$ cat src/pin_irq_params.svh
// Purpose: register indices, field positions, reset values and pin maps
// Assumes: included by bare name from every design file that needs it
// Notes: byte address on the bus is four times the register index
`ifndef PIN_IRQ_PARAMS_SVH
`define PIN_IRQ_PARAMS_SVH

// ----------------------------------------------------------------------
// register indices (byte address = index * 4)
// ----------------------------------------------------------------------
`define IDX_ALT_CTRL0 6'h30
`define IDX_ALT_CTRL1 6'h31
`define IDX_MCU_CTRL 6'h35
`define IDX_TIMER_FLAGS 6'h38
`define IDX_TIMER_MASK 6'h39
`define IDX_GIRQ_FLAGS 6'h3A
`define IDX_GIRQ_MASK 6'h3B

// ----------------------------------------------------------------------
// writable bits and reset values
// ----------------------------------------------------------------------
`define MCU_CTRL_WMASK 8'h7B
`define TIMER_MASK_WMASK 8'h06
`define GIRQ_MASK_WMASK 8'h70
`define ALT_CTRL0_WMASK 8'h3F
`define ALT_CTRL1_WMASK 8'h77
`define REG_RESET 8'h00

// ----------------------------------------------------------------------
// field positions
// ----------------------------------------------------------------------
`define BIT_PULLUP_KILL 6
`define BIT_SLEEP_ARM 5
`define BIT_SLEEP_MODE_HI 4
`define BIT_SLEEP_MODE_LO 3
`define BIT_EXT_SENSE_HI 1
`define BIT_EXT_SENSE_LO 0
`define BIT_T1_OVF 2
`define BIT_T0_OVF 1
`define BIT_EXT_EN 6
`define BIT_PC_GRP_HI 5
`define BIT_PC_GRP_LO 4
`define BIT_EXT_FLAG 6
`define BIT_PC_FLAG 5
// alt control 0: vref, comparator off, wire mode lo/hi, t0 clock sel1/sel2
// alt control 1: pwm a, cmpa lo, cmpa hi, -, pwm b, cmpb lo, cmpb hi

// ----------------------------------------------------------------------
// pin vector {port b, port a}, request vector positions
// ----------------------------------------------------------------------
`define PC_GROUP_HI 16'hF0C8
`define PC_GROUP_LO 16'h0F00
`define EXT_PIN_IDX 14
`define VEC_EXT 0
`define VEC_PINCHG 1
`define VEC_T1_OVF 2
`define VEC_T0_OVF 3

`endif

$ cat src/pin_irq_pkg.sv
// Purpose: shared types of the pin interrupt and mcu control block
// Assumes: used as pin_irq_pkg::name, never imported
// Notes: encodings follow the sense and sleep mode fields
package pin_irq_pkg;
	typedef enum logic [1:0] {
		SENSE_LOW = 2'b00,
		SENSE_ANY = 2'b01,
		SENSE_FALL = 2'b10,
		SENSE_RISE = 2'b11
	} ext_sense_e;

	typedef enum logic [1:0] {
		SLEEP_IDLE = 2'b00,
		SLEEP_ADC_QUIET = 2'b01,
		SLEEP_POWER_DOWN = 2'b10,
		SLEEP_STANDBY = 2'b11
	} sleep_mode_e;
endpackage : pin_irq_pkg

$ cat src/pin_sample_if.sv
// Purpose: carries synchronised pin levels and edges between modules
// Assumes: one producer, any number of consumers
// Notes: bits 15..8 are port b, bits 7..0 port a
`timescale 1ns/1ps
`default_nettype none
interface pin_sample_if;
	logic [15:0] level;
	logic [15:0] rise;
	logic [15:0] fall;
	modport producer (output level, output rise, output fall);
	modport consumer (input level, input rise, input fall);
endinterface : pin_sample_if
`default_nettype wire

$ cat src/pin_sync_edge.sv
// Purpose: two-flop synchroniser and edge detector for all port pins
// Assumes: pins are asynchronous to clk_sys
// Notes: edges are held off until the pipeline holds real samples
`timescale 1ns/1ps
`default_nettype none
module pin_sync_edge (
	input wire logic clk_sys,
	input wire logic resetn,
	input wire logic [15:0] pins,
	pin_sample_if.producer smp
);
	logic [15:0] meta;
	logic [15:0] stable;
	logic [15:0] prev;
	logic [1:0] fill;
	logic primed;

	// ----------------------------------------------------------------
	// synchroniser; meta is read only by stable
	// ----------------------------------------------------------------
	always_ff @(posedge clk_sys or negedge resetn) begin
		if (!resetn) begin
			meta <= 16'h0000;
			stable <= 16'h0000;
			prev <= 16'h0000;
			fill <= 2'h0;
		end else begin
			meta <= pins;
			stable <= meta;
			prev <= stable;
			fill <= primed ? fill : fill + 2'h1;
		end
	end

	// reset values are not pin values, so no edge until three samples
	assign primed = (fill == 2'h3);
	assign smp.level = stable;
	assign smp.rise = primed ? (stable & ~prev) : 16'h0000;
	assign smp.fall = primed ? (~stable & prev) : 16'h0000;
endmodule : pin_sync_edge
`default_nettype wire

$ cat src/alt_func_mask.sv
// Purpose: per-pin mask of pin change detection by alternate functions
// Assumes: control bits and fuses are steady registers or straps
// Notes: fuse value 0 is programmed, 1 unprogrammed
`timescale 1ns/1ps
`default_nettype none
module alt_func_mask (
	input wire logic [7:0] alt0,
	input wire logic [7:0] alt1,
	input wire logic pll_clock_fuse,
	input wire logic [3:0] clock_source_fuses,
	input wire logic reset_pin_off_fuse,
	input wire logic ext_en,
	input wire logic [1:0] ext_sense,
	output logic [15:0] mask
);
	// wire mode 01 is three-wire; used for three pins
	function automatic logic three_wire(input logic hi, input logic lo);
		return ({hi, lo} == 2'b01);
	endfunction : three_wire

	// inclusive range check on the five clock fuse bits
	function automatic logic fuse_in(input logic [4:0] f, input logic [4:0] lo_v,
		input logic [4:0] hi_v);
		return (f >= lo_v) && (f <= hi_v);
	endfunction : fuse_in

	// ----------------------------------------------------------------
	// decode; each pin is the OR of its enabling combinations
	// ----------------------------------------------------------------
	wire [4:0] fuses = {pll_clock_fuse, clock_source_fuses};
	wire vref_select_bit = alt0[0];
	wire comparator_off = alt0[1];
	wire serial_wiremode_lo = alt0[2];
	wire serial_wiremode_hi = alt0[3];
	wire t0_clk_sel1 = alt0[4];
	wire t0_clk_sel2 = alt0[5];
	wire t1_pwm_chan_a = alt1[0];
	wire t1_cmpa_out_lo = alt1[1];
	wire t1_cmpa_out_hi = alt1[2];
	wire t1_pwm_chan_b = alt1[4];
	wire t1_cmpb_out_lo = alt1[5];
	wire t1_cmpb_out_hi = alt1[6];
	wire tw = three_wire(serial_wiremode_hi, serial_wiremode_lo);
	wire inv_a = ({t1_cmpa_out_hi, t1_cmpa_out_lo, t1_pwm_chan_a} == 3'b011);
	wire inv_b = ({t1_cmpb_out_hi, t1_cmpb_out_lo, t1_pwm_chan_b} == 3'b011);

	assign mask[0] = 1'b0;
	assign mask[1] = 1'b0;
	assign mask[2] = 1'b0;
	assign mask[3] = vref_select_bit;
	assign mask[4] = 1'b0;
	assign mask[5] = 1'b0;
	assign mask[6] = ~comparator_off;
	assign mask[7] = ~comparator_off;
	assign mask[8] = serial_wiremode_hi | tw | inv_a;
	assign mask[9] = tw | t1_cmpa_out_hi | t1_cmpa_out_lo;
	assign mask[10] = serial_wiremode_hi | tw | inv_b;
	assign mask[11] = t1_cmpb_out_hi | t1_cmpb_out_lo;
	assign mask[12] = (fuses == 5'h10) | fuse_in(fuses, 5'h15, 5'h1F);
	assign mask[13] = fuse_in(fuses, 5'h19, 5'h1F);
	assign mask[14] = (ext_en & (ext_sense == 2'b00)) | (t0_clk_sel2 & t0_clk_sel1);
	assign mask[15] = reset_pin_off_fuse;
endmodule : alt_func_mask
`default_nettype wire

$ cat src/pin_irq_mcu_ctrl.sv
// Purpose: timer overflow flags, external and pin change interrupts, mcu control
// Assumes: Avalon-MM slave with waitrequest; pins asynchronous, timer events
//   are one-cycle pulses on clk_sys
// Notes: every access answers on the second cycle of the request
//
// What this block does
// - timer one overflow sets its flag
// - vector or delayed write-one clears timer one flag
// - timer one request needs global, enable, flag
// - timer zero flag: set on overflow, cleared by vector or immediate write-one
// - timer zero request needs global, enable, flag
// - reserved bits read zero, ignore writes
// - external pin fires even when driven as output
// - low level requests while pin stays low
// - sense codes: low, any, falling, rising
// - any port b and three port a pins change
// - high group and low group pin assignment
// - disabled group never sets pin change flag
// - other flags set regardless of enable
// - active alternate function masks pin change
// - wire modes or inverted compare mask pb0
// - mask is OR of enabling combinations
// - pin change fires even on output pins
// - one event may raise external and pin change
// - pull-up kill turns off every pull-up
// - sleep only when sleep arm is set
// - sleep mode codes: idle, adc, power-down, standby
// - external flag cleared by vector, write, level mode
`timescale 1ns/1ps
`default_nettype none
`include "pin_irq_params.svh"
module pin_irq_mcu_ctrl (
	input wire logic clk_sys,
	input wire logic resetn,
	input wire logic [7:0] address,
	input wire logic read,
	input wire logic write,
	input wire logic [31:0] writedata,
	input wire logic [3:0] byteenable,
	output logic [31:0] readdata,
	output logic waitrequest,
	input wire logic [7:0] port_a_in,
	input wire logic [7:0] port_b_in,
	input wire logic [7:0] port_a_dir,
	input wire logic [7:0] port_a_out,
	input wire logic [7:0] port_b_dir,
	input wire logic [7:0] port_b_out,
	input wire logic pll_clock_fuse,
	input wire logic [3:0] clock_source_fuses,
	input wire logic reset_pin_off_fuse,
	input wire logic t1_overflow,
	input wire logic t0_overflow,
	input wire logic global_irq_en,
	input wire logic [3:0] irq_ack,
	input wire logic sleep_instr,
	output logic [3:0] irq_req,
	output logic [7:0] port_a_pullup,
	output logic [7:0] port_b_pullup,
	output logic sleep_enter,
	output logic [1:0] sleep_mode
);
	logic [7:0] mcu_general_control;
	logic [7:0] timer_irq_mask;
	logic [7:0] general_irq_mask;
	logic [7:0] alt_ctrl0;
	logic [7:0] alt_ctrl1;
	logic t1_overflow_flag;
	logic t0_overflow_flag;
	logic ext_irq_flag;
	logic pinchg_flag;
	logic t1_clr_pend;
	logic ack_q;
	logic [7:0] rd_value;
	logic [15:0] alt_mask;

	pin_sample_if smp ();

	// ----------------------------------------------------------------
	// pin sampling and alternate function masking
	// ----------------------------------------------------------------
	pin_sync_edge u_sync (
		.clk_sys(clk_sys),
		.resetn(resetn),
		.pins({port_b_in, port_a_in}),
		.smp(smp.producer)
	);

	alt_func_mask u_mask (
		.alt0(alt_ctrl0),
		.alt1(alt_ctrl1),
		.pll_clock_fuse(pll_clock_fuse),
		.clock_source_fuses(clock_source_fuses),
		.reset_pin_off_fuse(reset_pin_off_fuse),
		.ext_en(general_irq_mask[`BIT_EXT_EN]),
		.ext_sense(mcu_general_control[`BIT_EXT_SENSE_HI:`BIT_EXT_SENSE_LO]),
		.mask(alt_mask)
	);

	// ----------------------------------------------------------------
	// bus decode: one wait cycle, then the answer
	// ----------------------------------------------------------------
	wire [5:0] idx = address[7:2];
	wire [7:0] wdat = writedata[7:0];
	wire hit_mcu = (idx == `IDX_MCU_CTRL);
	wire hit_tflags = (idx == `IDX_TIMER_FLAGS);
	wire hit_tmask = (idx == `IDX_TIMER_MASK);
	wire hit_gflags = (idx == `IDX_GIRQ_FLAGS);
	wire hit_gmask = (idx == `IDX_GIRQ_MASK);
	wire hit_alt0 = (idx == `IDX_ALT_CTRL0);
	wire hit_alt1 = (idx == `IDX_ALT_CTRL1);
	// only byte lane 0 carries register data
	wire wr_go = write & ack_q & byteenable[0];
	wire rd_go = read & ~ack_q;
	assign waitrequest = (read | write) & ~ack_q;

	// write-one-to-clear strobes
	wire t1_w1c = wr_go & hit_tflags & wdat[`BIT_T1_OVF];
	wire t0_w1c = wr_go & hit_tflags & wdat[`BIT_T0_OVF];
	wire ext_w1c = wr_go & hit_gflags & wdat[`BIT_EXT_FLAG];
	wire pc_w1c = wr_go & hit_gflags & wdat[`BIT_PC_FLAG];

	// read mux; unmapped and reserved positions read zero
	always_comb begin
		rd_value = 8'h00;
		if (hit_mcu) begin
			rd_value = mcu_general_control & `MCU_CTRL_WMASK;
		end else if (hit_tflags) begin
			rd_value[`BIT_T1_OVF] = t1_overflow_flag;
			rd_value[`BIT_T0_OVF] = t0_overflow_flag;
		end else if (hit_tmask) begin
			rd_value = timer_irq_mask;
		end else if (hit_gflags) begin
			rd_value[`BIT_EXT_FLAG] = ext_irq_flag;
			rd_value[`BIT_PC_FLAG] = pinchg_flag;
		end else if (hit_gmask) begin
			rd_value = general_irq_mask;
		end else if (hit_alt0) begin
			rd_value = alt_ctrl0;
		end else if (hit_alt1) begin
			rd_value = alt_ctrl1;
		end
	end

	// handshake and read data
	always_ff @(posedge clk_sys or negedge resetn) begin
		if (!resetn) begin
			ack_q <= 1'b0;
			readdata <= 32'h0000_0000;
		end else begin
			ack_q <= (read | write) & ~ack_q;
			if (rd_go) begin
				readdata <= {24'h00_0000, rd_value};
			end
		end
	end

	// ----------------------------------------------------------------
	// control registers; reserved bits are never stored
	// ----------------------------------------------------------------
	always_ff @(posedge clk_sys or negedge resetn) begin
		if (!resetn) begin
			mcu_general_control <= `REG_RESET;
			timer_irq_mask <= `REG_RESET;
			general_irq_mask <= `REG_RESET;
			alt_ctrl0 <= `REG_RESET;
			alt_ctrl1 <= `REG_RESET;
		end else if (wr_go) begin
			if (hit_mcu) begin
				mcu_general_control <= wdat & `MCU_CTRL_WMASK;
			end
			if (hit_tmask) begin
				timer_irq_mask <= wdat & `TIMER_MASK_WMASK;
			end
			if (hit_gmask) begin
				general_irq_mask <= wdat & `GIRQ_MASK_WMASK;
			end
			if (hit_alt0) begin
				alt_ctrl0 <= wdat & `ALT_CTRL0_WMASK;
			end
			if (hit_alt1) begin
				alt_ctrl1 <= wdat & `ALT_CTRL1_WMASK;
			end
		end
	end

	// ----------------------------------------------------------------
	// timer overflow flags; a set in the clear cycle wins
	// ----------------------------------------------------------------
	always_ff @(posedge clk_sys or negedge resetn) begin
		if (!resetn) begin
			t1_overflow_flag <= 1'b0;
			t0_overflow_flag <= 1'b0;
			t1_clr_pend <= 1'b0;
		end else begin
			// timer one clear waits one synchronisation cycle
			t1_clr_pend <= t1_w1c;
			if (t1_overflow) begin
				t1_overflow_flag <= 1'b1;
			end else if (irq_ack[`VEC_T1_OVF] | t1_clr_pend) begin
				t1_overflow_flag <= 1'b0;
			end
			if (t0_overflow) begin
				t0_overflow_flag <= 1'b1;
			end else if (irq_ack[`VEC_T0_OVF] | t0_w1c) begin
				t0_overflow_flag <= 1'b0;
			end
		end
	end

	// ----------------------------------------------------------------
	// external interrupt sense decode
	// ----------------------------------------------------------------
	wire [1:0] ext_sense = mcu_general_control[`BIT_EXT_SENSE_HI:`BIT_EXT_SENSE_LO];
	wire ext_lvl = smp.level[`EXT_PIN_IDX];
	wire ext_rise = smp.rise[`EXT_PIN_IDX];
	wire ext_fall = smp.fall[`EXT_PIN_IDX];
	wire level_mode = (ext_sense == pin_irq_pkg::SENSE_LOW);
	// sense changes with the enable set may fire; software avoids that
	wire ext_edge_hit = ((ext_sense == pin_irq_pkg::SENSE_ANY) & (ext_rise | ext_fall))
		| ((ext_sense == pin_irq_pkg::SENSE_FALL) & ext_fall)
		| ((ext_sense == pin_irq_pkg::SENSE_RISE) & ext_rise);

	// ----------------------------------------------------------------
	// pin change detection gated by group enables and masks
	// ----------------------------------------------------------------
	wire pc_hi_en = general_irq_mask[`BIT_PC_GRP_HI];
	wire pc_lo_en = general_irq_mask[`BIT_PC_GRP_LO];
	wire [15:0] grp_en = ({16{pc_hi_en}} & `PC_GROUP_HI) | ({16{pc_lo_en}} & `PC_GROUP_LO);
	wire [15:0] pc_event = (smp.rise | smp.fall) & grp_en & ~alt_mask;
	wire pc_hit = |pc_event;

	// external and pin change flags, independent so one edge sets both
	always_ff @(posedge clk_sys or negedge resetn) begin
		if (!resetn) begin
			ext_irq_flag <= 1'b0;
			pinchg_flag <= 1'b0;
		end else begin
			if (level_mode) begin
				ext_irq_flag <= 1'b0;
			end else if (ext_edge_hit) begin
				ext_irq_flag <= 1'b1;
			end else if (irq_ack[`VEC_EXT] | ext_w1c) begin
				ext_irq_flag <= 1'b0;
			end
			if (pc_hit) begin
				pinchg_flag <= 1'b1;
			end else if (irq_ack[`VEC_PINCHG] | pc_w1c) begin
				pinchg_flag <= 1'b0;
			end
		end
	end

	// ----------------------------------------------------------------
	// requests to the core
	// ----------------------------------------------------------------
	wire ext_en = general_irq_mask[`BIT_EXT_EN];
	wire ext_src = level_mode ? ~ext_lvl : ext_irq_flag;
	assign irq_req[`VEC_EXT] = global_irq_en & ext_en & ext_src;
	assign irq_req[`VEC_PINCHG] = global_irq_en & (pc_hi_en | pc_lo_en) & pinchg_flag;
	assign irq_req[`VEC_T1_OVF] = global_irq_en & timer_irq_mask[`BIT_T1_OVF]
		& t1_overflow_flag;
	assign irq_req[`VEC_T0_OVF] = global_irq_en & timer_irq_mask[`BIT_T0_OVF]
		& t0_overflow_flag;

	// ----------------------------------------------------------------
	// pull-ups and sleep
	// ----------------------------------------------------------------
	wire pullup_kill = mcu_general_control[`BIT_PULLUP_KILL];
	wire sleep_arm = mcu_general_control[`BIT_SLEEP_ARM];
	// pull-up on where direction is input and output bit is one
	wire [7:0] next_pa_pullup = {8{~pullup_kill}} & ~port_a_dir & port_a_out;
	wire [7:0] next_pb_pullup = {8{~pullup_kill}} & ~port_b_dir & port_b_out;
	assign sleep_mode = mcu_general_control[`BIT_SLEEP_MODE_HI:`BIT_SLEEP_MODE_LO];

	always_ff @(posedge clk_sys or negedge resetn) begin
		if (!resetn) begin
			port_a_pullup <= 8'h00;
			port_b_pullup <= 8'h00;
			sleep_enter <= 1'b0;
		end else begin
			port_a_pullup <= next_pa_pullup;
			port_b_pullup <= next_pb_pullup;
			sleep_enter <= sleep_instr & sleep_arm;
		end
	end

	// ----------------------------------------------------------------
	// checks
	// ----------------------------------------------------------------
	a_t1_flag_set: assert property (@(posedge clk_sys) disable iff (!resetn)
		t1_overflow |=> t1_overflow_flag) else $error("t1 overflow flag not set");
	a_t1_clear_late: assert property (@(posedge clk_sys) disable iff (!resetn)
		(t1_w1c && t1_overflow_flag && !t1_overflow && !irq_ack[`VEC_T1_OVF])
		|=> t1_overflow_flag ##1 (!t1_overflow_flag || $past(t1_overflow)))
		else $error("t1 flag clear timing wrong");
	a_t1_request: assert property (@(posedge clk_sys) disable iff (!resetn)
		(t1_overflow && global_irq_en && timer_irq_mask[`BIT_T1_OVF]) ##1 global_irq_en
		|-> irq_req[`VEC_T1_OVF]) else $error("t1 request missing");
	a_t0_flag_set: assert property (@(posedge clk_sys) disable iff (!resetn)
		t0_overflow |=> t0_overflow_flag) else $error("t0 overflow flag not set");
	a_t0_clear: assert property (@(posedge clk_sys) disable iff (!resetn)
		(t0_w1c && !t0_overflow) |=> !t0_overflow_flag)
		else $error("t0 flag not cleared");
	a_t0_request: assert property (@(posedge clk_sys) disable iff (!resetn)
		irq_req[`VEC_T0_OVF] |-> $past(t0_overflow) || $past(t0_overflow_flag))
		else $error("t0 request without flag");
	a_no_global: assert property (@(posedge clk_sys) disable iff (!resetn)
		!global_irq_en |-> (irq_req == 4'h0)) else $error("request without global enable");
	a_reserved_zero: assert property (@(posedge clk_sys) disable iff (!resetn)
		(rd_go && hit_mcu) |=> (readdata[7] == 1'b0) && (readdata[2] == 1'b0))
		else $error("reserved bit reads one");
	a_tflags_reserved: assert property (@(posedge clk_sys) disable iff (!resetn)
		(rd_go && hit_tflags) |=> (readdata[7] == 1'b0) && (readdata[4:3] == 2'b00)
		&& (readdata[0] == 1'b0)) else $error("reserved flag bit reads one");
	a_level_hold: assert property (@(posedge clk_sys) disable iff (!resetn)
		(global_irq_en && ext_en && level_mode && !ext_lvl)[*3] |-> irq_req[`VEC_EXT])
		else $error("level request dropped");
	a_edge_sets: assert property (@(posedge clk_sys) disable iff (!resetn)
		ext_edge_hit |=> ext_irq_flag) else $error("ext edge did not set flag");
	a_fall_only: assert property (@(posedge clk_sys) disable iff (!resetn)
		((ext_sense == pin_irq_pkg::SENSE_FALL) && !ext_fall && !ext_irq_flag)
		|=> !ext_irq_flag) else $error("ext flag set without falling edge");
	a_rise_only: assert property (@(posedge clk_sys) disable iff (!resetn)
		((ext_sense == pin_irq_pkg::SENSE_RISE) && !ext_rise && !ext_irq_flag)
		|=> !ext_irq_flag) else $error("ext flag set without rising edge");
	a_level_flag: assert property (@(posedge clk_sys) disable iff (!resetn)
		level_mode |=> !ext_irq_flag) else $error("ext flag set in level mode");
	a_ext_clear: assert property (@(posedge clk_sys) disable iff (!resetn)
		(ext_w1c && !ext_edge_hit) |=> !ext_irq_flag) else $error("ext flag not cleared");
	a_pc_cause: assert property (@(posedge clk_sys) disable iff (!resetn)
		$rose(pinchg_flag) |-> $past(pc_hit)) else $error("pin change flag without event");
	a_group_block: assert property (@(posedge clk_sys) disable iff (!resetn)
		(!pc_hi_en && !pc_lo_en && !pinchg_flag) |=> !pinchg_flag)
		else $error("pin change flag set with groups off");
	a_pb0_mask: assert property (@(posedge clk_sys) disable iff (!resetn)
		alt_ctrl0[3] |-> alt_mask[8]) else $error("pb0 not masked in wire mode");
	a_pullup_kill: assert property (@(posedge clk_sys) disable iff (!resetn)
		pullup_kill |=> (port_a_pullup == 8'h00) && (port_b_pullup == 8'h00))
		else $error("pull-up left on");
	a_sleep_arm: assert property (@(posedge clk_sys) disable iff (!resetn)
		sleep_enter |-> $past(sleep_instr) && $past(sleep_arm))
		else $error("sleep without arm");
endmodule : pin_irq_mcu_ctrl
`default_nettype wire

$ cat config.mk
export PLATFORM = sky130hd
export DESIGN_NAME = pin_irq_mcu_ctrl
export DESIGN_NICKNAME = d
export VERILOG_FILES = /design/src/pin_irq_pkg.sv /design/src/pin_sample_if.sv /design/src/pin_sync_edge.sv /design/src/alt_func_mask.sv /design/src/pin_irq_mcu_ctrl.sv
export VERILOG_INCLUDE_DIRS = /design/src /design/src/src
export SDC_FILE = /design/constraint.sdc
export NUM_CORES = 1
export LEC_CHECK = 0
export ABC_AREA = 1
export BUFFER_PORTS_ARGS = -buffer_cell sky130_fd_sc_hd__buf_2
export CORE_UTILIZATION = 35
export DETAILED_ROUTE_END_ITERATION = 10
export PLACE_DENSITY = 0.72
export RECOVER_POWER = 50
export SETUP_SLACK_MARGIN = 0.4
export SLEW_MARGIN = 25
export SYNTH_ARGS = -nofsm -noshare
export SYNTH_HDL_FRONTEND = slang
export SYNTH_HIERARCHICAL = 1
export SYNTH_SLANG_ARGS = --single-unit
$ cat constraint.sdc
create_clock -name clk_sys -period 2.5 [get_ports clk_sys]
set_clock_uncertainty 0.15 [all_clocks]
set_input_delay 0.25 -clock clk_sys [delete_from_list [all_inputs] [get_ports clk_sys]]
set_output_delay 0.25 -clock clk_sys [all_outputs]
set_load 0.01 [all_outputs]
---- Word level (Yosys, flattened, before mapping) ----
Cells that the tools add are included.
storage, ports and cells
  register bits ........................... 104
  word-level logic and storage cells ...... 134
cells by class
  add/sub/neg operators ................... 1
  $lt $le $gt $ge ......................... 3
  equal/unequal tests ..................... 15
  mux-type cells .......................... 23
  bitwise logic cells ..................... 60
  reductions and logical operators ........ 13
operator list
  cell                                                       count
  bitwise AND 16 bit                                         4
  NOT 16 bit                                                 3
  == test 6 bit (second input constant)                      7
  bitwise AND 8 bit                                          4
  2-to-1 mux 16 bit                                          2
  2-to-1 mux 8 bit                                           4
  bitwise AND 1 bit                                          24
  bitwise OR 1 bit                                           17
  NOT 8 bit                                                  2
  bitwise OR 16 x 12 -> 16 bit                               1
  bitwise OR 16 bit                                          1
  OR reduction 16 bit                                        1
  2-to-1 mux 1 bit                                           12
  greater-or-equal comparator 5 bit (second input constant)  2
  2-to-1 mux 5 bit                                           2
  AND reduction 2 bit                                        5
  2-to-1 mux 7 bit                                           1
  == test 2 bit (second input constant)                      3
  == test 3 x 2 -> 1 bit (second input constant)             2
  nonzero test 2 bit                                         3
  == test 5 bit (second input constant)                      1
  <= comparator 5 bit (second input constant)                1
  == test 2 x 1 -> 1 bit (second input constant)             2
  2-to-1 mux 2 bit                                           2
  5 further kinds                                            9

---- Longest topological paths before layout ----
Gate-level depths: netlist of run 1.
  depth after elaboration ................. 9
  gate-level depth with buffers ........... 10

---- Modules after synthesis ----
Netlist of run 1, hierarchy kept.
by module, submodules not included
  module            times used  cells each  area each (um^2)  sequential area each (um^2)
  pin_irq_mcu_ctrl  1           307         2722.6            1326.3
  pin_sync_edge     1           127         1580.3            1251.2
  alt_func_mask     1           35          181.4             0.0

---- Worst setup path before layout of run 1 ----
OpenSTA, ideal clock, no wires.
  path kind ............................... reg2reg
  start point ............................. register u_sync.fill[0]
  end point ............................... register pinchg_flag
  setup time .............................. 128 ps
  arrival time ............................ 1312 ps
  data required time ...................... 2222 ps
  slack ................................... 910 ps
  stages on the path, launching flop included .. 9
  buffers on the path ..................... 1
  cells stage by stage .................... dfrtp_1 -> ha_1 -> buf_6 -> nand2_1 -> nor2_1 -> o21bai_1 -> o211ai_1 -> o21ai_0 -> nand3_1
on the way
  cells in the longest elaborated chain, start to end .. 7
ends and longest elaborated chain
  what                                                           RTL line                 RTL
  from (decl)                                                    pin_sync_edge.sv:15      logic [1:0] fill;
  from (signal assigned)                                         pin_sync_edge.sv:31      fill <= primed ? fill : fill + 2'h1;
  == test 2 bit (*)                                              pin_sync_edge.sv:36      assign primed = (fill == 2'h3);
  2-to-1 mux 16 bit (*)                                          pin_sync_edge.sv:39      assign smp.fall = primed ? (~stable & prev) : 16'h0000;
  via smp.fall[8]                                                pin_sample_if.sv:9       logic [15:0] fall;
  bitwise OR 16 bit (*)                                          pin_irq_mcu_ctrl.sv:229  wire [15:0] pc_event = (smp.rise | smp.fall) & grp_en & ~alt_mask;
  bitwise AND 16 bit (*) (2 in series)                           pin_irq_mcu_ctrl.sv:229
  OR reduction 16 bit (*)                                        pin_irq_mcu_ctrl.sv:230  wire pc_hit = |pc_event;
  2-to-1 mux 1 bit / nonzero test 2 bit (equally long branches)  --
  to (signal assigned)                                           pin_irq_mcu_ctrl.sv:236  pinchg_flag <= 1'b0;
  to (signal assigned)                                           pin_irq_mcu_ctrl.sv:246  pinchg_flag <= 1'b1;
  to (signal assigned)                                           pin_irq_mcu_ctrl.sv:248  pinchg_flag <= 1'b0;
  to (decl)                                                      pin_irq_mcu_ctrl.sv:70   logic pinchg_flag;
The timed path passes the listed nets; every way through them passes the cells marked *.
A chain may end at the register's enable or synchronous reset.

---- Worst setup path after layout of run 1 ----
  start point ............................. register mcu_general_control[1]
  end point ............................... output irq_req[0]
on the way
  cells in the longest elaborated chain, start to end .. 3
ends and longest elaborated chain
  what                    RTL line                 RTL
  from (decl)             pin_irq_mcu_ctrl.sv:62   logic [7:0] mcu_general_control;
  from (signal assigned)  pin_irq_mcu_ctrl.sv:162  mcu_general_control <= `REG_RESET;
  from (signal assigned)  pin_irq_mcu_ctrl.sv:169  mcu_general_control <= wdat & `MCU_CTRL_WMASK;
  logical NOT 2 bit       pin_irq_mcu_ctrl.sv:217  wire level_mode = (ext_sense == pin_irq_pkg::SENSE_LOW);
  2-to-1 mux 1 bit        pin_irq_mcu_ctrl.sv:257  wire ext_src = level_mode ? ~ext_lvl : ext_irq_flag;
  bitwise AND 1 bit       pin_irq_mcu_ctrl.sv:258  assign irq_req[`VEC_EXT] = global_irq_en & ext_en & ext_src;
  to (decl)               pin_irq_mcu_ctrl.sv:56   output logic [3:0] irq_req,
No other way between the ends.

==> flow_summary.ini, run 1 <==
[cells_and_area]
num-nets-final = 679
nFillCells = 1021
area_growth_pct = 30.6
fin_cells = 711
drive_gt1_share_pct = 27.3
diodes = 0

[pwr]
p_per_area_nw_per_um2 = 675
leakagePower_nw = 2.71
ir_worst_vdd_mv = 0.353
combPwrFrac_pct = 10.2
p_total_mw = 3.52
p_clk_share_pct = 45.7
p_int_mw = 2.73
p_sw_share_pct = 22.4
p_sw_mw = 0.786
seqPwrFrac_pct = 44.1

[placement]
gp_congestion = 0.850
dp_hpwl_mm = 6.35
place_inst = 661
pre_cts_ws_ns = 0.566
numPortBuffers = 105

[outcome]
status = finished, final reports clean

[global_routing]
grt_pass1_wl_mm = 15.1
grt_max_degree = 46
grt_use_total_pct = 17.0
grt_antenna_before_repair = 0
grt_overflow = 0
grt_pass1_vias = 3244

[clocking]
cts_tree = yes
cts_sinks = 88
numCtsBuffers = 9
cts.clk_slew.worst_paths_ns = 0.06
htreeDepth = 3
ctsLongestPathBuffers = 2
clock_latency_ns = 0.34
root_buffer = clkbuf_16

[routing]
ant_nets = 0
drt_iter0_markers = 193
vias = 3234
drc = 0
post_drt_wl_per_cell_um = 12.8
vias_per_cell = 4.55
drt-pass1-iter-count = 4
wl_mm = 9.09

[die]
core_area_um2 = 11000
ios = 166
die_x_um = 109
die_y_um = 109
initial_core_util_pct = 36.4
rows = 38
die_area_um2 = 11800

[sta]
fin_ws_ns = 0.693
hold_viol = 0
slew_viol_final = 0
finalSetupTns_ns = 0
tightest_slew_ns = 1.15
rsz0062_at_grt = no
fmax_mhz = 554
period_share_pct = 72.3
slew_headroom_pct = 23.5
setup_viol = 0
min_period_ns = 1.81

[logic_synthesis]
synth-warning-count = 6
postSynthCellCount = 428
avgSynthCellArea_um2 = 9.33
syn-cell-area_um2 = 3990

[critical_path]
cp-end-kind = output pin
path_class = reg -> out
crit_fanout = 5
regToRegSetupSlack_ns = 0.74
start_kind = flop
critPathRequiredTime_ns = 2.10
cp.arrival_ns = 1.41

[hold_path]
hold_path_class = in -> reg

[job]
max_cap_violations = 0
==> per-layer routing <==
| layer | global-route usage, % | up-vias | wire, µm |
|---|---|---|---|
| met4 | 7.34 | 0 | 189 |
| met2 | 28.9 | 120 | 4660 |
| li1 | - | 1597 | - |
| met5 | 0 | - | 0 |
| met3 | 4.06 | 12 | 452 |
| met1 | 20.6 | 1505 | 3790 |
==> final cells by class <==
cell class / instances / area [µm²] / area share [%]
inverter: 32 / 126 / 2.42
clock inverter: 6 / 133 / 2.54
multi-input combinational: 293 / 1450 / 27.8
timing repair buffer: 143 / 902 / 17.3
sequential: 88 / 2200 / 42.2
tap: 140 / 175 / 3.36
clock buffer: 9 / 225 / 4.32
==> power groups by stage <==
stage / registers (mW) / logic, mW / clock network, mW
2_1_floorplan: 1.57 / 0.190 / 0
3_3_place_gp: 1.57 / 0.311 / 0
3_5_place_dp: 1.58 / 0.320 / 0
4_1_cts: 1.55 / 0.363 / 1.64
5_1_grt: 1.56 / 0.406 / 1.71
6_report: 1.55 / 0.359 / 1.61
==> critical path, cell delays in order (launching register included) <==
cell and delay (ns):
dfrtp_1 0.45, nor2_1 0.18, nor2_1 0.08, o211a_1 0.22
buf_2 0.14
==> stage by stage <==
step / instance area (µm²) / hold WS [ns] / util [%]
after global routing: 5220 / 0.00388 / 47.5
after CTS: 5230 / 0.000813 / 47.6
after floorplan: 4080 / -0.196 / -
after global placement: 4520 / 0.142 / 41.2
final: 5220 / 0.0149 / 47.5
after detailed placement: 4520 / 0.146 / 41.2
==> placed cells by master, fill, tap and decap left out, types with 3 or more instances in the layout <==
cell,instances
buf_2,97
bufinv_16,4
clkbuf_1,6
clkbuf_16,9
conb_1,25
dfrtp_1,88
dlygate4sd3_1,35
inv_1,27
nand2_1,85
nand2_2,12
nand3_1,21
nand4_1,5
nor2_1,68
nor3_1,5
nor3b_1,16
o21ai_0,9
o21ai_1,9
o21ai_2,12
o22ai_1,3
==> final timing paths <==
| check | from | cells after the start | to |
|---|---|---|---|
| max | mcu_general_control[1]$_DFFE_PN0P_ | 4 | irq_req[0] |
| min | port_b_out[4] | 2 | port_b_pullup[4]$_DFF_PN0_ |
| max reg2reg | u_sync/fill[0]$_DFFE_PN0P_ | 9 | pinchg_flag$_DFFE_PN0P_ |
| min reg2reg | u_sync/meta[15]$_DFF_PN0_ | 0 | u_sync/smp.level[15]$_DFF_PN0_ |
| max in group asynchronous | resetn | 3 | u_sync/meta[3]$_DFF_PN0_ |
| min in group asynchronous | resetn | 2 | u_sync/smp.level[7]$_DFF_PN0_ |
==> what timing repair did <==
item	4_1_cts	5_1_grt
endpoints found under the setup margin	0	1
buffers inserted	0	0
gates resized for setup	0	1
hold buffers	35	0
endpoints found under the hold margin	72	0
==> state kept, by name (all words and copies together) (netlist names), 6 cells and up <==
name and flops:
u_sync/meta 11, u_sync/prev 11, u_sync/smp.level 11, port_a_pullup 8, port_b_pullup 8, readdata 7, alt_ctrl0 6, alt_ctrl1 6
mcu_general_control 6
Power figures use the tool's default switching activity.
==> run 2, diff against run 1 <==
--- a/config.mk
+++ b/config.mk
@@ -6,7 +6,7 @@
 export SDC_FILE = /design/constraint.sdc
 export NUM_CORES = 1
 export LEC_CHECK = 0
-export ABC_AREA = 1
+export ABC_AREA = 0
 export BUFFER_PORTS_ARGS = -buffer_cell sky130_fd_sc_hd__buf_2
 export CORE_UTILIZATION = 35
 export DETAILED_ROUTE_END_ITERATION = 10
==> constraint.sdc (replaced) <==
create_clock -name clk_sys -period 1.8 [get_ports clk_sys]
set_clock_uncertainty 0.15 [all_clocks]
set_input_delay 0.18 -clock clk_sys [delete_from_list [all_inputs] [get_ports clk_sys]]
set_output_delay 0.18 -clock clk_sys [all_outputs]
set_load 0.01 [all_outputs]
==> flow_summary.ini, run 2 <==
[outcome]
status = finished, final reports clean

[sta]
hold_slack_ns = 0.0939
period_share_pct = 97.5
rsz0062_at_grt = yes
slew_headroom_pct = 28.2
tightest_slew_ns = 1.08
min_period_ns = 1.76
fmax_mhz = 570
slew_viol_final = 0
fin_ws_ns = 0.0447
hold_viol = 0
setup_viol = 0
finalSetupTns_ns = 0

[clocking]
clock_latency_ns = 0.35
cts.clk_slew.worst_paths_ns = 0.09
cts_tree = yes
cts_sinks = 88
ctsLongestPathBuffers = 2
root_buffer = clkbuf_8
htreeDepth = 3
numCtsBuffers = 9

[placement]
dp_hpwl_mm = 6.04
place_area_um2 = 4590
gp_congestion = 0.805
pre_cts_ws_ns = -0.0125
place_inst = 549
numPortBuffers = 105

[routing]
ant_nets = 0
wl_mm = 9.45
drc = 0
drt-pass1-iter-count = 4
drt_iter0_markers = 81
vias = 3000
post_drt_wl_per_cell_um = 14.6
vias_per_cell = 4.65

[logic_synthesis]
avgSynthCellArea_um2 = 12.5
syn-cell-area_um2 = 3850
postSynthCellCount = 309
synth-warning-count = 6

[cells_and_area]
fin_cells = 645
diodes = 0
fin_area_um2 = 5730
area_growth_pct = 48.7
final_cell_mix = 103 x buf_2, 86 x dfrtp_1, 58 x dlygate4sd3_1, 25 x conb_1, 24 x mux2_4
final_common_cell = buf_2
drive_gt1_share_pct = 45.6
area.sequential_um2 = 2200
fin_util_pct = 54.5
num-nets-final = 616
multiInputGateArea_um2 = 1670
nFillCells = 870

[global_routing]
grt_use_total_pct = 17.6
grt_antenna_before_repair = 0
grt_pass1_wl_mm = 15.6
grt_overflow = 0
grt_pass1_vias = 3248
grt_max_degree = 42

[job]
max_cap_violations = 0

[die]
initial_core_util_pct = 36.6
ios = 166
rows = 37
die_x_um = 107
core_area_um2 = 10500
die_area_um2 = 11400
die_y_um = 107

[critical_path]
crit_family = flip-flops
r2r-start = u_sync/fill[0]$_DFFE_PN0P_
cpPeakStageDelay_ns = 0.43
cp.arrival_ns = 1.84
start_kind = flop
critPathLaunch = u_sync/fill[0]$_DFFE_PN0P_
crit_buf_inv = 0
cp-end-kind = flop
path_cells = ha_4, and3b_2, nor2_1, o22ai_1, o41ai_2, nand3_1
path_class = reg -> reg
critPathRequiredTime_ns = 1.89
cp_slowest_cell = dfrtp_1
crit_fanout = 18

[pwr]
p_total_mw = 4.14
leakagePower_nw = 2.82
p_per_area_nw_per_um2 = 723
ir_worst_vdd_mv = 0.523

[hold_path]
hold_path_startpoint = read
hold_path_class = in -> reg
[run 2: worst reg2reg max path: stages (launching register included)]
cell and delay (ns):
dfrtp_1 0.43, ha_4 0.23, and3b_2 0.22, nor2_1 0.10, o22ai_1 0.09, o41ai_2 0.31
nand3_1 0.10
[run 2: cell type report]
type                            count  area share (%)
Sequential cell                    88            38.5
Multi-Input combinational cell    199            29.1
Timing Repair Buffer              199            25.3
Tap cell                          136            2.97
Clock buffer                        9            2.16
Clock inverter                      7            1.46
Inverter                            7           0.459
[run 2: worst paths after layout]
kind / endpoint / slack, ns / depth (start not counted)
hold / removal: readdata[5]$_DFFE_PN0P_ / 0.09 / 3
setup reg to reg: pinchg_flag$_DFFE_PN0P_ / 0.04 / 6
setup / recovery: pinchg_flag$_DFFE_PN0P_ / 0.04 / 6
hold reg to reg: u_sync/smp.level[6]$_DFF_PN0_ / 0.20 / 0
min in group asynchronous: u_sync/meta[11]$_DFF_PN0_ / 0.39 / 2
max in group asynchronous: mcu_general_control[0]$_DFFE_PN0P_ / 0.40 / 3
[run 2: repair_timing]
| action | 4_1_cts | 5_1_grt |
|---|---|---|
| hold buffers | 59 | 0 |
| resized for setup | 14 | 28 |
| endpoints found under the setup margin | 31 | 37 |
| pin swaps | 8 | 10 |
| setup buffers | 13 | 8 |
| endpoints found under the hold margin | 93 | 0 |
[run 2: power by group]
group	switching (mW)	internal [mW]	leakage, nW
sequential	0.0580	2.07	1.11
clock	0.750	0.668	0.103
combinational	0.266	0.329	1.60
[run 2: per-layer routing]
metal  share of wire [%]  track usage (%)
met5                   0                0
met4                 1.3             4.40
met3                 5.8             4.38
met2                  50             31.4
met1                  43             21.2
